File: src/wpfu_pkg.sv
// Purpose: Constants, register map and types for the upper wake pin flags.
// Assumes: AHB-Lite slave with 32-bit data, one clock clk_sys at 200 MHz.
// Notes:   Flag register index 6, byte address is four times the index.
package wpfu_pkg;

  // Widths
  localparam int unsigned NUM_FLAGS = 8;
  localparam int unsigned DATA_W    = 32;
  localparam int unsigned ADDR_W    = 8;
  localparam int unsigned PIN_BASE  = 8;   // Bit 0 is wake pin 8

  // Register indices and byte addresses
  localparam logic [ADDR_W-1:0] FLAGS_IDX  = 8'h06;
  localparam logic [ADDR_W-1:0] FLAGS_ADDR = 8'h18;   // Four times FLAGS_IDX
  localparam logic [ADDR_W-1:0] STAT_ADDR  = 8'h20;
  localparam logic [ADDR_W-1:0] MASK_ADDR  = 8'h24;
  localparam logic [ADDR_W-1:0] WORD_MASK  = 8'hfc;

  // Reset values
  localparam logic [NUM_FLAGS-1:0] FLAGS_RST = 8'h00;
  localparam logic [NUM_FLAGS-1:0] STAT_RST  = 8'h00;
  localparam logic [NUM_FLAGS-1:0] MASK_RST  = 8'h00;
  localparam logic [DATA_W-1:0]    RDATA_RST = 32'h0000_0000;

  // AHB-Lite encodings
  localparam logic [1:0] HTRANS_NONSEQ = 2'h2;
  localparam logic [1:0] HTRANS_SEQ    = 2'h3;
  localparam logic [2:0] HSIZE_WORD    = 3'h2;
  localparam logic       HRESP_OKAY    = 1'h0;

  // Register select codes
  typedef enum logic [1:0] {
    SEL_NONE  = 2'h0,
    SEL_FLAGS = 2'h1,
    SEL_STAT  = 2'h2,
    SEL_MASK  = 2'h3
  } wpfu_sel_type;

  // Power mode tracker, one-hot
  typedef enum logic [2:0] {
    MODE_RUN                = 3'h1,
    MODE_LOW_LEAK_STOP      = 3'h2,
    MODE_VERY_LOW_LEAK_STOP = 3'h4
  } wpfu_mode_type;

endpackage

File: src/wake_pin_flags_upper.sv
// Purpose: Upper wake pin flag register with AHB-Lite access and interrupt.
// Assumes: rst_n is the chip reset that excludes deep stop wake.
// Notes:   Zero wait states; read data is registered in the address phase.
//
// Our own choice: the AHB-Lite slave port.
`timescale 1ns/10ps
module wake_pin_flags_upper (
  // Clock and chip reset
  input  wire logic                           clk_sys,
  input  wire logic                           rst_n,
  // Deep stop wake reset, synchronous, leaves flags alone
  input  wire logic                           deepStopWakeRst,
  // Power mode levels from the mode controller
  input  wire logic                           lowLeakStop,
  input  wire logic                           veryLowLeakStop,
  // Wake pins 8 to 15 and their enables
  input  wire logic [wpfu_pkg::NUM_FLAGS-1:0] wakePinRaw,
  input  wire logic [wpfu_pkg::NUM_FLAGS-1:0] wakePinEnableSetting,
  // AHB-Lite slave
  input  wire logic                           hsel,
  input  wire logic [wpfu_pkg::ADDR_W-1:0]    haddr,
  input  wire logic [1:0]                     htrans,
  input  wire logic                           hwrite,
  input  wire logic [2:0]                     hsize,
  input  wire logic [wpfu_pkg::DATA_W-1:0]    hwdata,
  input  wire logic                           hready,
  output logic                                hreadyout,
  output logic      [wpfu_pkg::DATA_W-1:0]    hrdata,
  output logic                                hresp,
  // Wake flows and interrupt
  output logic                                cpuWakeFlowPulse,
  output logic                                resetWakeFlowPulse,
  output logic                                wakeIrq
);

  localparam int unsigned NF = wpfu_pkg::NUM_FLAGS;

  // Word-aligned address decode, shared by read and write paths
  function automatic wpfu_pkg::wpfu_sel_type decodeSel(
    input logic [wpfu_pkg::ADDR_W-1:0] addr
  );
    logic [wpfu_pkg::ADDR_W-1:0] word;
    word = addr & wpfu_pkg::WORD_MASK;
    if (word == wpfu_pkg::FLAGS_ADDR) begin
      decodeSel = wpfu_pkg::SEL_FLAGS;
    end else if (word == wpfu_pkg::STAT_ADDR) begin
      decodeSel = wpfu_pkg::SEL_STAT;
    end else if (word == wpfu_pkg::MASK_ADDR) begin
      decodeSel = wpfu_pkg::SEL_MASK;
    end else begin
      decodeSel = wpfu_pkg::SEL_NONE;
    end
  endfunction

  logic [NF-1:0]                 pinQualified;
  wpfu_pkg::wpfu_mode_type       mode_q;
  wpfu_pkg::wpfu_mode_type       mode_d;
  logic [NF-1:0]                 flags_q;
  logic [NF-1:0]                 flags_d;
  logic [NF-1:0]                 stat_q;
  logic [NF-1:0]                 stat_d;
  logic [NF-1:0]                 mask_q;
  logic [NF-1:0]                 mask_d;
  logic                          wrPend_q;
  logic                          wrPend_d;
  wpfu_pkg::wpfu_sel_type        wrSel_q;
  wpfu_pkg::wpfu_sel_type        wrSel_d;
  logic [wpfu_pkg::DATA_W-1:0]   rdata_q;
  logic [wpfu_pkg::DATA_W-1:0]   rdata_d;
  logic                          cpuFlow_q;
  logic                          cpuFlow_d;
  logic                          rstFlow_q;
  logic                          rstFlow_d;
  logic                          irq_q;
  logic                          irq_d;
  logic                          inStop;
  logic                          wakeHit;
  logic [NF-1:0]                 setVec;
  logic [NF-1:0]                 clrMask;
  logic                          acceptAddr;
  logic                          acceptRead;
  wpfu_pkg::wpfu_sel_type        addrSel;

  // Pin synchroniser and enable gating
  wpfu_pin_qualify u_qualify (
    .clk_sys              (clk_sys),
    .rst_n                (rst_n),
    .wakePinRaw           (wakePinRaw),
    .wakePinEnableSetting (wakePinEnableSetting),
    .pinQualified         (pinQualified)
  );

  // Wake qualification: a pin counts only while a stop mode is held
  always_comb begin
    inStop  = (mode_q == wpfu_pkg::MODE_LOW_LEAK_STOP) ||
              (mode_q == wpfu_pkg::MODE_VERY_LOW_LEAK_STOP);
    wakeHit = inStop && (|pinQualified) && !deepStopWakeRst;
    setVec  = wakeHit ? pinQualified : '0;
  end

  // Power mode tracker; an exit without a pin sets nothing
  always_comb begin
    mode_d    = mode_q;
    cpuFlow_d = 1'b0;
    rstFlow_d = 1'b0;
    case (mode_q)
      wpfu_pkg::MODE_RUN: begin
        if (veryLowLeakStop) begin
          mode_d = wpfu_pkg::MODE_VERY_LOW_LEAK_STOP;
        end else if (lowLeakStop) begin
          mode_d = wpfu_pkg::MODE_LOW_LEAK_STOP;
        end
      end
      wpfu_pkg::MODE_LOW_LEAK_STOP: begin
        if (wakeHit) begin
          cpuFlow_d = 1'b1;
          mode_d    = wpfu_pkg::MODE_RUN;
        end else if (!lowLeakStop) begin
          mode_d = wpfu_pkg::MODE_RUN;
        end
      end
      wpfu_pkg::MODE_VERY_LOW_LEAK_STOP: begin
        if (wakeHit) begin
          rstFlow_d = 1'b1;
          mode_d    = wpfu_pkg::MODE_RUN;
        end else if (!veryLowLeakStop) begin
          mode_d = wpfu_pkg::MODE_RUN;
        end
      end
      default: begin
        mode_d = wpfu_pkg::MODE_RUN;
      end
    endcase
    // Deep stop wake reset restarts the tracker only
    if (deepStopWakeRst) begin
      mode_d    = wpfu_pkg::MODE_RUN;
      cpuFlow_d = 1'b0;
      rstFlow_d = 1'b0;
    end
  end

  // Bus decode; only whole-word transfers touch a register
  always_comb begin
    acceptAddr = hsel && hready && htrans[1] && (hsize == wpfu_pkg::HSIZE_WORD);
    acceptRead = acceptAddr && !hwrite;
    addrSel    = decodeSel(haddr);
    wrPend_d   = acceptAddr && hwrite;
    wrSel_d    = wrPend_d ? addrSel : wpfu_pkg::SEL_NONE;
  end

  // Flag, mask and status next values; hardware set beats a clear
  always_comb begin
    clrMask = (wrPend_q && (wrSel_q == wpfu_pkg::SEL_FLAGS)) ?
              hwdata[NF-1:0] : '0;
    flags_d = (flags_q & ~clrMask) | setVec;
    mask_d  = (wrPend_q && (wrSel_q == wpfu_pkg::SEL_MASK)) ?
              hwdata[NF-1:0] : mask_q;
    stat_d  = ((acceptRead && (addrSel == wpfu_pkg::SEL_STAT)) ?
               '0 : stat_q) | setVec;
    irq_d   = |(stat_d & mask_d);
  end

  // Read mux forwards a write still in its data phase
  always_comb begin
    rdata_d = wpfu_pkg::RDATA_RST;
    if (acceptRead) begin
      case (addrSel)
        wpfu_pkg::SEL_FLAGS: rdata_d[NF-1:0] = flags_d;
        wpfu_pkg::SEL_STAT:  rdata_d[NF-1:0] = stat_q;
        wpfu_pkg::SEL_MASK:  rdata_d[NF-1:0] = mask_d;
        default:             rdata_d = wpfu_pkg::RDATA_RST;
      endcase
    end
  end

  // Of the two resets, only the chip reset clears the flags
  always_ff @(posedge clk_sys or negedge rst_n) begin
    if (!rst_n) begin
      mode_q    <= wpfu_pkg::MODE_RUN;
      flags_q   <= wpfu_pkg::FLAGS_RST;
      stat_q    <= wpfu_pkg::STAT_RST;
      mask_q    <= wpfu_pkg::MASK_RST;
      wrPend_q  <= 1'b0;
      wrSel_q   <= wpfu_pkg::SEL_NONE;
      rdata_q   <= wpfu_pkg::RDATA_RST;
      cpuFlow_q <= 1'b0;
      rstFlow_q <= 1'b0;
      irq_q     <= 1'b0;
    end else begin
      mode_q    <= mode_d;
      flags_q   <= flags_d;
      stat_q    <= stat_d;
      mask_q    <= mask_d;
      wrPend_q  <= wrPend_d;
      wrSel_q   <= wrSel_d;
      rdata_q   <= rdata_d;
      cpuFlow_q <= cpuFlow_d;
      rstFlow_q <= rstFlow_d;
      irq_q     <= irq_d;
    end
  end

  // Ready flop resets high; the slave never inserts wait states
  logic readyOut_q;
  always_ff @(posedge clk_sys or negedge rst_n) begin
    if (!rst_n) begin
      readyOut_q <= 1'b1;
    end else begin
      readyOut_q <= 1'b1;
    end
  end

  assign hreadyout          = readyOut_q;
  assign hrdata             = rdata_q;
  assign hresp              = wpfu_pkg::HRESP_OKAY;
  assign cpuWakeFlowPulse   = cpuFlow_q;
  assign resetWakeFlowPulse = rstFlow_q;
  assign wakeIrq            = irq_q;
endmodule

File: src/wpfu_pin_qualify.sv
// Purpose: Bring the upper wake pins into clk_sys and gate them by enable.
// Assumes: Pins are asynchronous; enable settings come from clk_sys logic.
// Notes:   Three cycles from a pin edge to the qualified output.
`timescale 1ns/10ps
module wpfu_pin_qualify (
  // Clock and reset
  input  wire logic                           clk_sys,
  input  wire logic                           rst_n,
  // Pins and enables
  input  wire logic [wpfu_pkg::NUM_FLAGS-1:0] wakePinRaw,
  input  wire logic [wpfu_pkg::NUM_FLAGS-1:0] wakePinEnableSetting,
  // Qualified wake requests
  output logic      [wpfu_pkg::NUM_FLAGS-1:0] pinQualified
);

  logic [wpfu_pkg::NUM_FLAGS-1:0] syncA_q;
  logic [wpfu_pkg::NUM_FLAGS-1:0] syncB_q;
  logic [wpfu_pkg::NUM_FLAGS-1:0] qual_q;
  logic [wpfu_pkg::NUM_FLAGS-1:0] qual_d;

  // Gate only after the second stage; first stage feeds nothing else
  always_comb begin
    qual_d = syncB_q & wakePinEnableSetting;
  end

  // Two-stage synchroniser and registered output
  always_ff @(posedge clk_sys or negedge rst_n) begin
    if (!rst_n) begin
      syncA_q <= wpfu_pkg::FLAGS_RST;
      syncB_q <= wpfu_pkg::FLAGS_RST;
      qual_q  <= wpfu_pkg::FLAGS_RST;
    end else begin
      syncA_q <= wakePinRaw;
      syncB_q <= syncA_q;
      qual_q  <= qual_d;
    end
  end

  assign pinQualified = qual_q;

endmodule

File: config.mk
export PLATFORM = sky130hd
export DESIGN_NAME = wake_pin_flags_upper
export DESIGN_NICKNAME = d
export VERILOG_FILES = /design/src/wpfu_pkg.sv /design/src/wake_pin_flags_upper.sv /design/src/wpfu_pin_qualify.sv
export SDC_FILE = /design/constraint.sdc
export NUM_CORES = 1
export LEC_CHECK = 0
export CAP_MARGIN = 20
export CORE_MARGIN = 2
export CORE_UTILIZATION = 55
export DETAILED_ROUTE_END_ITERATION = 8
export DONT_BUFFER_PORTS = 1
export PLACE_DENSITY_LB_ADDON = 0.3
export SETUP_SLACK_MARGIN = 0.3
export SKIP_CTS_REPAIR_TIMING = 1
export SLEW_MARGIN = 20
export SYNTH_ARGS = -nofsm -noshare
export SYNTH_HDL_FRONTEND = slang
export SYNTH_HIERARCHICAL = 1
export SYNTH_SLANG_ARGS = --single-unit
File: constraint.sdc
create_clock -name clk_sys -period 2 [get_ports clk_sys]
set_input_delay 0.5 -clock clk_sys [delete_from_list [all_inputs] [get_ports clk_sys]]
set_output_delay 0.5 -clock clk_sys [all_outputs]
set_load 0.02 [all_outputs]
=== Yosys cells after proc, flatten, opt, wreduce, memory -nomap -nowiden ===
Index checks and enable logic that the tools add are counted.
Widths: inputs -> output; s select.

* Reductions and logical operators: 16
* Eq/ne operators: 15
* Bitwise operators: 6
* Mux-type cells: 23

{| class="wikitable"
|+ Operators by type and width
! kind !! count
|-
| $mux 8 || 5
|-
| $and 8x8->8 || 3
|-
| $pmux 8 s3 || 1
|-
| $mux 3 || 7
|-
| $or 8x8->8 || 2
|-
| $reduce_or 8->1 || 2
|-
| $eq 6x4->1 const B || 2
|-
| $ne 4x4->1 const B || 3
|-
| $logic_and 1x1->1 || 10
|-
| $pmux 3 s3 || 1
|-
| $mux 2 || 4
|-
| $not 8->8 || 1
|-
| $eq 2x2->1 const B || 3
|-
| $eq 3x2->1 const B || 2
|-
| $eq 6x3->1 const B || 1
|-
| $mux 1 || 5
|-
| $eq 2x1->1 const B || 2
|-
| $eq 3x1->1 const B || 1
|-
| $eq 3x3->1 const B || 1
|-
| $reduce_and 3->1 || 1
|-
| $logic_not 1->1 || 2
|-
| $logic_or 1x1->1 || 1
|}

* Word-level logic and storage cells: 73
* Input port bits: 69
* Register bits after elaboration: 65
* Output and inout bits: 37

=== Logic depth before layout (Yosys ltp) ===
Gate-level depths: netlist of run 1.

* Word-level depth: 10
* Gate-level depth with buffers: 7
* Depth with buffers taken out: 6

=== By module ===
The synthesis of run 1 kept the hierarchy.

{| class="wikitable"
|+ By module, submodules not included
! module !! area each (µm²) !! cells each !! instances !! seq. area each (µm²)
|-
| wake_pin_flags_upper || 2122.0 || 196 || 1 || 1027.2
|-
| wpfu_pin_qualify || 650.6 || 32 || 1 || 600.6
|}

=== Worst setup path before layout of run 1 ===
Ideal clock, no wire load.

* Path type: in2reg
* Start: input port haddr[2] in the netlist's numbering
* End: register irq_q (netlist: wakeIrq)
* Data required time: 1866 ps
* Data arrival time: 1622 ps
* Buffers on the path: 1
* Setup time: 134 ps
* Setup slack: 244 ps
* Stages on the path: 6
* Path through: buf_6 nor4b_1 nand4_1 a22o_1 a22oi_1 nand4b_1

* Word-level cells in the longest chain between the ends: 10
* Elaborated cells on any way between the ends: 12
* Those cells by class: eq/ne: 4; mux: 4; bitwise: 2; reduce/logical: 2

{| class="wikitable"
|+ Ends and longest elaborated chain
! element !! line !! RTL
|-
| start, declared || wake_pin_flags_upper.sv:21 || <nowiki>input wire logic [wpfu_pkg::ADDR_W-1:0] haddr,</nowiki>
|-
| $eq 6x4->1 || wake_pin_flags_upper.sv:48 || <nowiki>end else if (word == wpfu_pkg::MASK_ADDR) begin</nowiki>
|-
| $mux 2 || wake_pin_flags_upper.sv:48 ||
|-
| $mux 2 || wake_pin_flags_upper.sv:46 || <nowiki>end else if (word == wpfu_pkg::STAT_ADDR) begin</nowiki>
|-
| $mux 2 (*) || wake_pin_flags_upper.sv:44 || <nowiki>if (word == wpfu_pkg::FLAGS_ADDR) begin</nowiki>
|-
| $eq 2x2->1 (*) || wake_pin_flags_upper.sv:158 || <nowiki>stat_d = ((acceptRead && (addrSel == wpfu_pkg::SEL_STAT)) ?</nowiki>
|-
| $logic_and 1x1->1 (*) || wake_pin_flags_upper.sv:158 ||
|-
| $mux 8 (*) || wake_pin_flags_upper.sv:158 ||
|-
| $or 8x8->8 (*) || wake_pin_flags_upper.sv:159 || <nowiki>'0 : stat_q) | setVec;</nowiki>
|-
| via stat_d[5] || wake_pin_flags_upper.sv:61 || <nowiki>logic [NF-1:0] stat_d;</nowiki>
|-
| $and 8x8->8 (*) || wake_pin_flags_upper.sv:160 || <nowiki>irq_d = |(stat_d & mask_d);</nowiki>
|-
| $reduce_or 8->1 (*) || wake_pin_flags_upper.sv:160 ||
|-
| via irq_d || wake_pin_flags_upper.sv:75 || <nowiki>logic irq_d;</nowiki>
|-
| end signal, assigned || wake_pin_flags_upper.sv:199 || <nowiki>irq_q <= irq_d;</nowiki>
|-
| end, declared || wake_pin_flags_upper.sv:74 || <nowiki>logic irq_q;</nowiki>
|}

Mark *: on every way through the listed nets, which the timed path passes. The rest lies on a longest branch.
A chain may end at the register's enable or synchronous reset.

=== Worst setup path in the final report of run 1 ===
* Start: register mode_q[1]
* End: register irq_q (netlist: wakeIrq)

* Word-level cells in the longest chain between the ends: 8
* Elaborated cells on any way between the ends: 9
* Those cells by class: eq/ne: 2; mux: 1; bitwise: 2; reduce/logical: 4

{| class="wikitable"
|+ Ends and longest elaborated chain
! element !! line !! RTL
|-
| start, declared || wake_pin_flags_upper.sv:56 || <nowiki>wpfu_pkg::wpfu_mode_type mode_q;</nowiki>
|-
| start signal, assigned || wake_pin_flags_upper.sv:179 || <nowiki>mode_q <= wpfu_pkg::MODE_RUN;</nowiki>
|-
| start signal, assigned || wake_pin_flags_upper.sv:190 || <nowiki>mode_q <= mode_d;</nowiki>
|-
| $eq 3x2->1 / $eq 3x3->1 (equally long branches) || wake_pin_flags_upper.sv:95, wake_pin_flags_upper.sv:96 ||
|-
| $logic_or 1x1->1 (*) || wake_pin_flags_upper.sv:95 || <nowiki>inStop = (mode_q == wpfu_pkg::MODE_LOW_LEAK_STOP) ||</nowiki>
|-
| $logic_and 1x1->1 (*) (2 in a row) || wake_pin_flags_upper.sv:97 || <nowiki>wakeHit = inStop && (|pinQualified) && !deepStopWakeRst;</nowiki>
|-
| $mux 8 (*) || wake_pin_flags_upper.sv:98 || <nowiki>setVec = wakeHit ? pinQualified : '0;</nowiki>
|-
| $or 8x8->8 (*) || wake_pin_flags_upper.sv:159 ||
|-
| via stat_d[5] || wake_pin_flags_upper.sv:61 ||
|-
| $and 8x8->8 (*) || wake_pin_flags_upper.sv:160 ||
|-
| $reduce_or 8->1 (*) || wake_pin_flags_upper.sv:160 ||
|-
| via irq_d || wake_pin_flags_upper.sv:75 ||
|}

Marks and branches as above.

==> flow_metrics.tcl, run 1 <==
set metrics [dict create \
    grt_pass1_wl_um 7769 \
    h-tree-depth 3 \
    routed_wl_um 5171 \
    slew_headroom_pct 59.08 \
    ys.warnings.count 6 \
    endpoint_kind "register" \
    num_vias 1727 \
    hold_ws_ns -0.1472 \
    antenna_cells 0 \
    drtIter0Drc 169 \
    required_ns 2.19 \
    io_pins 106 \
    clk_latency_ns 0.34 \
    final_cell_mix "dfrtp_1 (60), conb_1 (26), nor2_1 (20)" \
    r2r_cells 6 \
    die_area_um2 5625 \
    synth_cell_types 41 \
    track_usage_pct 19.59 \
    tns_ns 0 \
    yosysTopAreaCellShare_pct 57.76 \
    peakVddDrop_uv 534.3 \
    cts_tree "done" \
    final_common_cell "dfrtp_1" \
    cts.sinks 65 \
    reg2reg_slack_ns 0.28 \
    start_kind "register" \
    synth_top_cell_by_area "dfrtp_1" \
    status "finished, violations left" \
    core_um2 4786 \
    die_h_um 75 \
    post_dp_cell_area_um2 2750 \
    root_buffer "clkbuf_8" \
    avgRoutedWirePerCell_um 16.26 \
    ys_seq_area_share_pct 58.71 \
    antenna_found_initial 0 \
    clk_pin_slew_ns 0.07 \
    stdcell_area_um2 3103 \
    rsz0062_at_grt "true" \
    die_w_um 75 \
    r2r-start "mode_q[1]" \
    hp-class "input port to async pin" \
    grt_max_degree 66 \
    multi_input_area_um2 1008 \
    port_buffers 0 \
    drc 0 \
    syn_to_final_growth_pct 11.91 \
    failed_checks "hold timing" \
    synth_area_um2 2773 \
    syn_avg_cell_area_um2 12.16 \
    vias_per_cell 5.431 \
    crit_arrival_ns 1.91 \
    r2r-end "wakeIrq" \
    clock_path_buffers 2 \
    numCtsBuffers 9 \
    hold_violations 64 \
    worstMarginPinSlew_ns 0.6097 \
    gp_congestion 0.8891 \
    cp_max_fo 6 \
    max_freq_ghz 0.5815 \
    drtAntennaViolNets 0 \
    final.fill_count 367 \
    setup_viol 0 \
    rows 25 \
    ys_top_cells_by_area "dfrtp_1 (58%), buf_4 (7.0%), a22o_1 (3.8%)" \
    seq_area_um2 1633 \
    start_util_pct 57.93 \
    grt_pass1_vias 1634 \
    criticalPathCategory "register to register" \
    drv_cap 0 \
    period_share_pct 85.99 \
    slew_violations 0 \
    power_leakage_uw 0.001481 \
    dp_hpwl_um 3274 \
    grt_overflow_total 0 \
    drive_gt1_share_pct 20.72 \
    ys_ff_latch 65 \
    finClkSkew_ns 0.007923 \
    nets 318 \
    syn_inst 228 \
    min_period_ns 1.720 \
    p_per_area_nw_per_um2 940.1 \
    dr.pass1.iters 4 \
]
## worst max-delay path, stage by stage (launching register included)
cell and delay [ns]:
dfrtp_2 0.47, xor2_4 0.21, and2_4 0.17, buf_12 0.14, a22o_4 0.24, a22oi_2 0.20
nand4b_1 0.15
## final cells by class
type | count | area share (%)
sequential | 65 | 52.62
multi-input combinational | 147 | 32.50
timing repair buffer | 17 | 5.645
clock buffer | 13 | 5.444
tap | 67 | 2.702
inverter | 9 | 1.089
## through the flow
step	power (uW)	std cells	worst slack [ns]	utilization, %
5_1_grt	3047	318	0.2078	64.84
3_5_place_dp	1917	292	0.1127	57.46
2_1_floorplan	1899	252	0.2752	-
6_report	2917	318	0.2802	64.84
3_3_place_gp	1904	292	0.1449	57.46
4_1_cts	2887	305	0.1451	60.99
## Yosys cell counts
cell and n:
nand4bb_1 1, buf_1 1, nor2_1 21, a22o_1 12, inv_1 9, nor3_2 1
a21oi_1 9, o21ai_1 1, o22a_1 1, o22ai_1 2, mux2i_1 8, buf_6 2
a22oi_1 4, nand4b_1 2, and4b_1 1, o211ai_2 1, and3b_1 1, a211oi_1 8
nor2b_1 2, nor3b_1 3, buf_4 26, nand3b_1 1, nand3_2 1, and2_1 10
dfrtp_1 64, xor2_2 1, clkbuf_1 1, buf_12 1, nand4_1 1, nor4b_1 2
or4_1 2, o21ai_0 2, nand2_1 10, a31oi_1 4, nor4bb_1 1, a21boi_0 1
and3_2 1, conb_1 2, dfstp_2 1, a22o_4 5, o21a_1 1
## where the power goes
part / total, uW / leakage [uW] / switching, uW / internal [uW]
clock network: 966 / 0.0000875 / 435 / 531
logic: 382 / 0.000580 / 177 / 205
registers: 1570 / 0.000813 / 100 / 1470
total: 2920 / 0.00148 / 713 / 2200
## how the worst max path moves through the flow
| stage | start | endpoint | slack [ns] | cells after the start |
|---|---|---|---|---|
| after floorplan | haddr[2] | wakeIrq | 0.28 | 6 |
| after global placement | haddr[3] | wakeIrq | 0.14 | 6 |
| after detailed placement | haddr[3] | wakeIrq | 0.11 | 6 |
| after CTS | mode_q[2] | wakeIrq | 0.15 | 6 |
| after global routing | mode_q[1] | wakeIrq | 0.21 | 6 |
| final | mode_q[1] | wakeIrq | 0.28 | 6 |
## state kept, by name, summed over array words and instances (netlist names)
register                cells
cpuWakeFlowPulse            1
flags_q                     8
mask_q                      8
hrdata                      8
wrSel_q                     2
wakeIrq                     1
stat_q                      8
u_qualify/syncB_q           8
u_qualify/pinQualified      8
u_qualify/syncA_q           8
mode_q                      3
wrPend_q                    1
resetWakeFlowPulse          1
## kinds of logic after synthesis
| kind of cell | synth area share [%] |
|---|---|
| DFF | 58.71 |
| other | 0.2709 |
| and+or+nand+nor | 12.46 |
| AOI/OAI and AO/OA | 15.03 |
| muxes | 2.888 |
| buffers and inverters | 10.06 |
| xor gates and xnor gates | 0.5868 |
## routing by layer
metal / vias to the layer above / part of all wire, % / GRT usage, %
met3: 9 / 7.8 / 6.827
met2: 78 / 48 / 28.27
met1: 849 / 42 / 25.56
li1: 791 / - / -
met5: - / 0 / 0
met4: 0 / 1.9 / 11.90
No activity file was read; power rests on OpenSTA's default activity.
==> inputs of run 2 (changes only) <==
==> constraint.sdc (replaced) <==
create_clock -name clk_sys -period 2 [get_ports clk_sys]
set_input_delay 0.5 -clock clk_sys [delete_from_list [all_inputs] [get_ports clk_sys]]
set_output_delay 0.5 -clock clk_sys [all_outputs]
set_load 0.1 [all_outputs]
==> run 2 against run 1 <==
The run still ends with hold timing left. Hold slack lost 0.0025 ns. Largest cell class unchanged. Maximum frequency is 0.45% higher. Clock skew fell by 0.0037 ns. Sequential share of layout area decreased by 1.8 points. Cell count rose by 3.5%. Combinational power increased by 65%.
==> flow_metrics.tcl, run 2 (synthesis gave the netlist of run 1 again) <==
set metrics [dict create \
    worstMarginPinSlew_ns 0.5161 \
    grt_pass1_vias 1660 \
    endpoint_kind "register" \
    crit_arrival_ns 1.99 \
    grt_overflow_total 0 \
    grt_max_degree 66 \
    post-place-ws_ns 0.1294 \
    dr.pass1.iters 4 \
    rsz0062_at_grt "true" \
    clk_pin_slew_ns 0.07 \
    routed_wl_um 5273 \
    die_w_um 75 \
    power.total_uw 3443 \
    drtIter0Drc 161 \
    slew_headroom_pct 65.11 \
    dp_hpwl_um 3463 \
    clk_latency_ns 0.34 \
    criticalPathCategory "register to register" \
    vias_per_cell 5.383 \
    fin_ws_ns 0.2879 \
    antenna_cells 0 \
    avgRoutedWirePerCell_um 16.03 \
    nets 326 \
    cp_num_buf_inv 1 \
    status "finished, violations left" \
    tns_ns 0 \
    finClkSkew_ns 0.004184 \
    p_per_area_nw_per_um2 1070 \
    final.fill_count 352 \
    start_kind "register" \
    syn_to_final_growth_pct 16.07 \
    start_util_pct 57.93 \
    failed_checks "hold timing" \
    drc 0 \
    power_leakage_uw 0.001522 \
    final_common_cell "dfrtp_1" \
    cts_tree "done" \
    drive_gt1_share_pct 24.81 \
    root_buffer "clkbuf_8" \
    h-tree-depth 3 \
    antenna_found_initial 0 \
    peakVddDrop_uv 770.3 \
    num_vias 1771 \
    path_delay_family "simple AND/OR/NAND/NOR gates" \
    rows 25 \
    drv_cap 0 \
    grt_pass1_wl_um 8169 \
    seq_area_um2 1634 \
    critPathSlowestCell "or4_4" \
    setup_viol 0 \
    required_ns 2.28 \
    slew_violations 0 \
    hp-class "input port to async pin" \
    clock_path_buffers 2 \
    critical_path.max_stage_delay_ns 0.56 \
    period_share_pct 85.61 \
    min_period_ns 1.712 \
    die_h_um 75 \
    drtAntennaViolNets 0 \
    multi_input_area_um2 1037 \
    io_pins 106 \
    cp_cell_sequence "or4_4 > o211ai_4 > and3_4 > buf_4 > o22a_1" \
    max_freq_ghz 0.5841 \
    final_cell_mix "dfrtp_1 (59), conb_1 (26), buf_4 (24)" \
    hold_ws_ns -0.1497 \
    numCtsBuffers 9 \
    die_area_um2 5625 \
    hold_violations 64 \
    cts.sinks 65 \
    port_buffers 0 \
    core_um2 4786 \
    gp_congestion 0.8423 \
    track_usage_pct 20.48 \
    cp_max_fo 3 \
]
run 2: cell count changes in the layout (fill, tap and decap cells not counted), sizes merged:
| cell | previous run | this run |
|---|---|---|
| clkbuf | 15 | 11 |
| clkinv | 0 | 2 |
| clkinvlp | 0 | 1 |
| buf | 15 | 25 |
| bufinv | 0 | 2 |
run 2: routing by layer:
layer  GRT usage, %  vias to the layer above  wire, um
met5              0                        -         0
met4          8.333                        0        70
li1               -                      809         -
met2          29.73                       68      2590
met1          28.16                      888      2204
met3          7.631                        6       407
run 2: final cells by class:
type | instances | area share (%)
clock inverters | 5 | 2.411
clock buffers | 11 | 4.704
well taps | 67 | 2.605
repair buffers | 25 | 6.221
inverters | 9 | 1.050
multi-input cells | 147 | 32.23
flip-flops and latches | 65 | 50.78
run 2: report_power, final:
part	internal, uW	total, uW	switching (uW)
logic	205	630	424
registers	1470	1560	89.8
clock network	765	1260	490
run 2: path summary, 6_finish.rpt:
| path | depth (start not counted) | end | slack (ns) | start |
|---|---|---|---|---|
| max | 5 | mode_q[1] | 0.29 | u_qualify/pinQualified[0] |
| min reg2reg | 0 | u_qualify/syncB_q[7] | 0.35 | u_qualify/syncA_q[7] |
| min in group clk_sys | 0 | u_qualify/syncA_q[0] | 0.18 | wakePinRaw[0] |
| max in group asynchronous | 0 | mode_q[0] | 1.98 | rst_n |
| min | 0 | hrdata[4] | -0.15 | rst_n |
| max reg2reg | 5 | mode_q[1] | 0.29 | u_qualify/pinQualified[0] |
run 2: through the flow:
stage,std cells,area (um2),hold WS [ns],utilization (%)
after detailed placement,305,2848,0.2065,59.50
after global placement,305,2848,0.2069,59.50
after global routing,329,3218,-0.1691,67.24
after floorplan,252,2869,0.2044,-
final,329,3218,-0.1497,67.24
after CTS,321,3077,-0.1619,64.29
==> inputs of run 3 (changes only) <==
Settings changed: GPL_TIMING_DRIVEN set to 0, HOLD_SLACK_MARGIN set to 0.02, MAX_ROUTING_LAYER set to met4.
==> run 3 against run 2 <==
The run still ends with hold timing left. Cell count is 5.8% higher. Critical path depth unchanged. Worst setup slack got worse by 0.061 ns. Cell area up 3.5%. Largest power group unchanged.
==> flow_metrics.tcl, run 3 (synthesis gave the netlist of run 1 again) <==
set metrics [dict create \
    status "finished, violations left" \
    failed_checks "hold timing" \
    endpoint_kind "register" \
    dp_hpwl_um 3526 \
    final.fill_count 358 \
    required_ns 2.22 \
    reg2reg_slack_ns 0.23 \
    worstMarginPinSlew_ns 0.6311 \
    track_usage_pct 21.11 \
    grt_pass1_wl_um 8100 \
    drtIter0Drc 179 \
    r2r-start "u_qualify/pinQualified[4]" \
    hold_violations 64 \
    drv_cap 0 \
    h-tree-depth 3 \
    switching_share_pct 29.69 \
    final_cell_mix "dfrtp_1 (51), buf_4 (39), conb_1 (26)" \
    clock_path_buffers 2 \
    peakVddDrop_uv 670.3 \
    die_w_um 75 \
    hold_ws_ns -0.1461 \
    slew_headroom_pct 57.64 \
    rows 25 \
    avgRoutedWirePerCell_um 15.63 \
    antenna_cells 0 \
    grt_max_degree 66 \
    finClkSkew_ns 0.007311 \
    r2r-end "mode_q[1]" \
    cts_tree "done" \
    io_pins 106 \
    post-place-ws_ns -0.1674 \
    min_period_ns 1.773 \
    start_util_pct 57.93 \
    start_kind "register" \
    switchingPower_uw 978.5 \
    clkPwrFrac_pct 32.2 \
    syn_to_final_growth_pct 20.08 \
    p_per_area_nw_per_um2 989.8 \
    p_int_uw 2317 \
    die_h_um 75 \
    max_freq_ghz 0.5639 \
    drive_gt1_share_pct 32.03 \
    grt_pass1_vias 1609 \
    tns_ns 0 \
    power_leakage_uw 0.001585 \
    sequentialPowerShare_pct 49.5 \
    clk_pin_slew_ns 0.07 \
    final_common_cell "dfrtp_1" \
    dr.pass1.iters 4 \
    final_core_util_pct 69.57 \
    vias_per_cell 5.210 \
    post_dp_cell_area_um2 2953 \
    seq_area_um2 1644 \
    final_cell_count_no_fill 348 \
    num_vias 1813 \
    core_um2 4786 \
    routed_wl_um 5439 \
    rsz0062_at_grt "true" \
    clk_latency_ns 0.33 \
    cts.sinks 65 \
    drc 0 \
    fin_ws_ns 0.2267 \
    numCtsBuffers 9 \
    nets 345 \
    hp-class "input port to async pin" \
    gp_congestion 0.9323 \
    cp_max_fo 5 \
    criticalPathCategory "register to register" \
    die_area_um2 5625 \
    root_buffer "clkbuf_8" \
    r2r_cells 5 \
    period_share_pct 88.67 \
    drtAntennaViolNets 0 \
    combPwrFrac_pct 18.3 \
    grt_overflow_total 0 \
    port_buffers 0 \
    stdcell_area_um2 3329 \
    crit_arrival_ns 1.99 \
    slew_violations 0 \
    multi_input_area_um2 1033 \
    setup_viol 0 \
    placed_cells 319 \
    antenna_found_initial 0 \
]
[run 3: cell types whose count changed in the layout (fill, tap and decap cells not counted), moves of 2 or more]
cell and delta:
a21oi_1 -5, a21oi_2 +5, buf_4 +15, buf_6 +2, clkbuf_1 +5, clkinv_2 -2
dfrtp_1 -8, dfrtp_2 +8, mux2i_2 +2
[run 3: how the worst max path moves through the flow]
| stage | startpoint | endpoint | slack [ns] | cells past startpoint |
|---|---|---|---|---|
| after floorplan | haddr[2] | wakeIrq | 0.28 | 6 |
| after global placement | haddr[3] | wakeIrq | -0.15 | 5 |
| after detailed placement | haddr[2] | wakeIrq | -0.17 | 6 |
| after CTS | u_qualify/pinQualified[4] | mode_q[1] | 0.12 | 5 |
| after global routing | u_qualify/pinQualified[1] | mode_q[1] | 0.16 | 5 |
| final | u_qualify/pinQualified[4] | mode_q[1] | 0.23 | 5 |
[run 3: layout make-up]
type / instances / area share, %
clock inverters: 2 / 1.127
inverters: 9 / 1.015
flip-flops and latches: 65 / 49.38
clock buffers: 14 / 4.585
plain buffers: 31 / 7.403
repair buffers: 13 / 2.931
multi-input cells: 147 / 31.04
well taps: 67 / 2.518
[run 3: critical path: stages (launching register included)]
cell      delay, ns
dfrtp_1        0.45
or4_1          0.57
o211ai_2       0.18
and3_2         0.24
nor2b_1        0.05
o22a_1         0.17
[run 3: power groups by stage]
stage	clock network, uW	logic [uW]	registers [uW]
floorplan	0	504	1620
global placement	0	543	1640
detailed placement	0	553	1640
CTS	1090	555	1620
global route	1160	636	1650
finish	1060	602	1630
[run 3: metal layers]
metal	routed length (um)	vias up	track usage (%)
met5	0	-	-
met4	74	0	11.90
met3	388	9	5.622
met2	2728	76	29.24
met1	2248	882	28.16
li1	-	846	-
[run 3: through the flow]
step	power (uW)	hold slack, ns
6_report	3295	-0.1461
5_1_grt	3439	-0.1687
4_1_cts	3265	-0.1566
3_5_place_dp	2197	0.2061
3_3_place_gp	2182	0.2067
2_1_floorplan	2126	0.2044
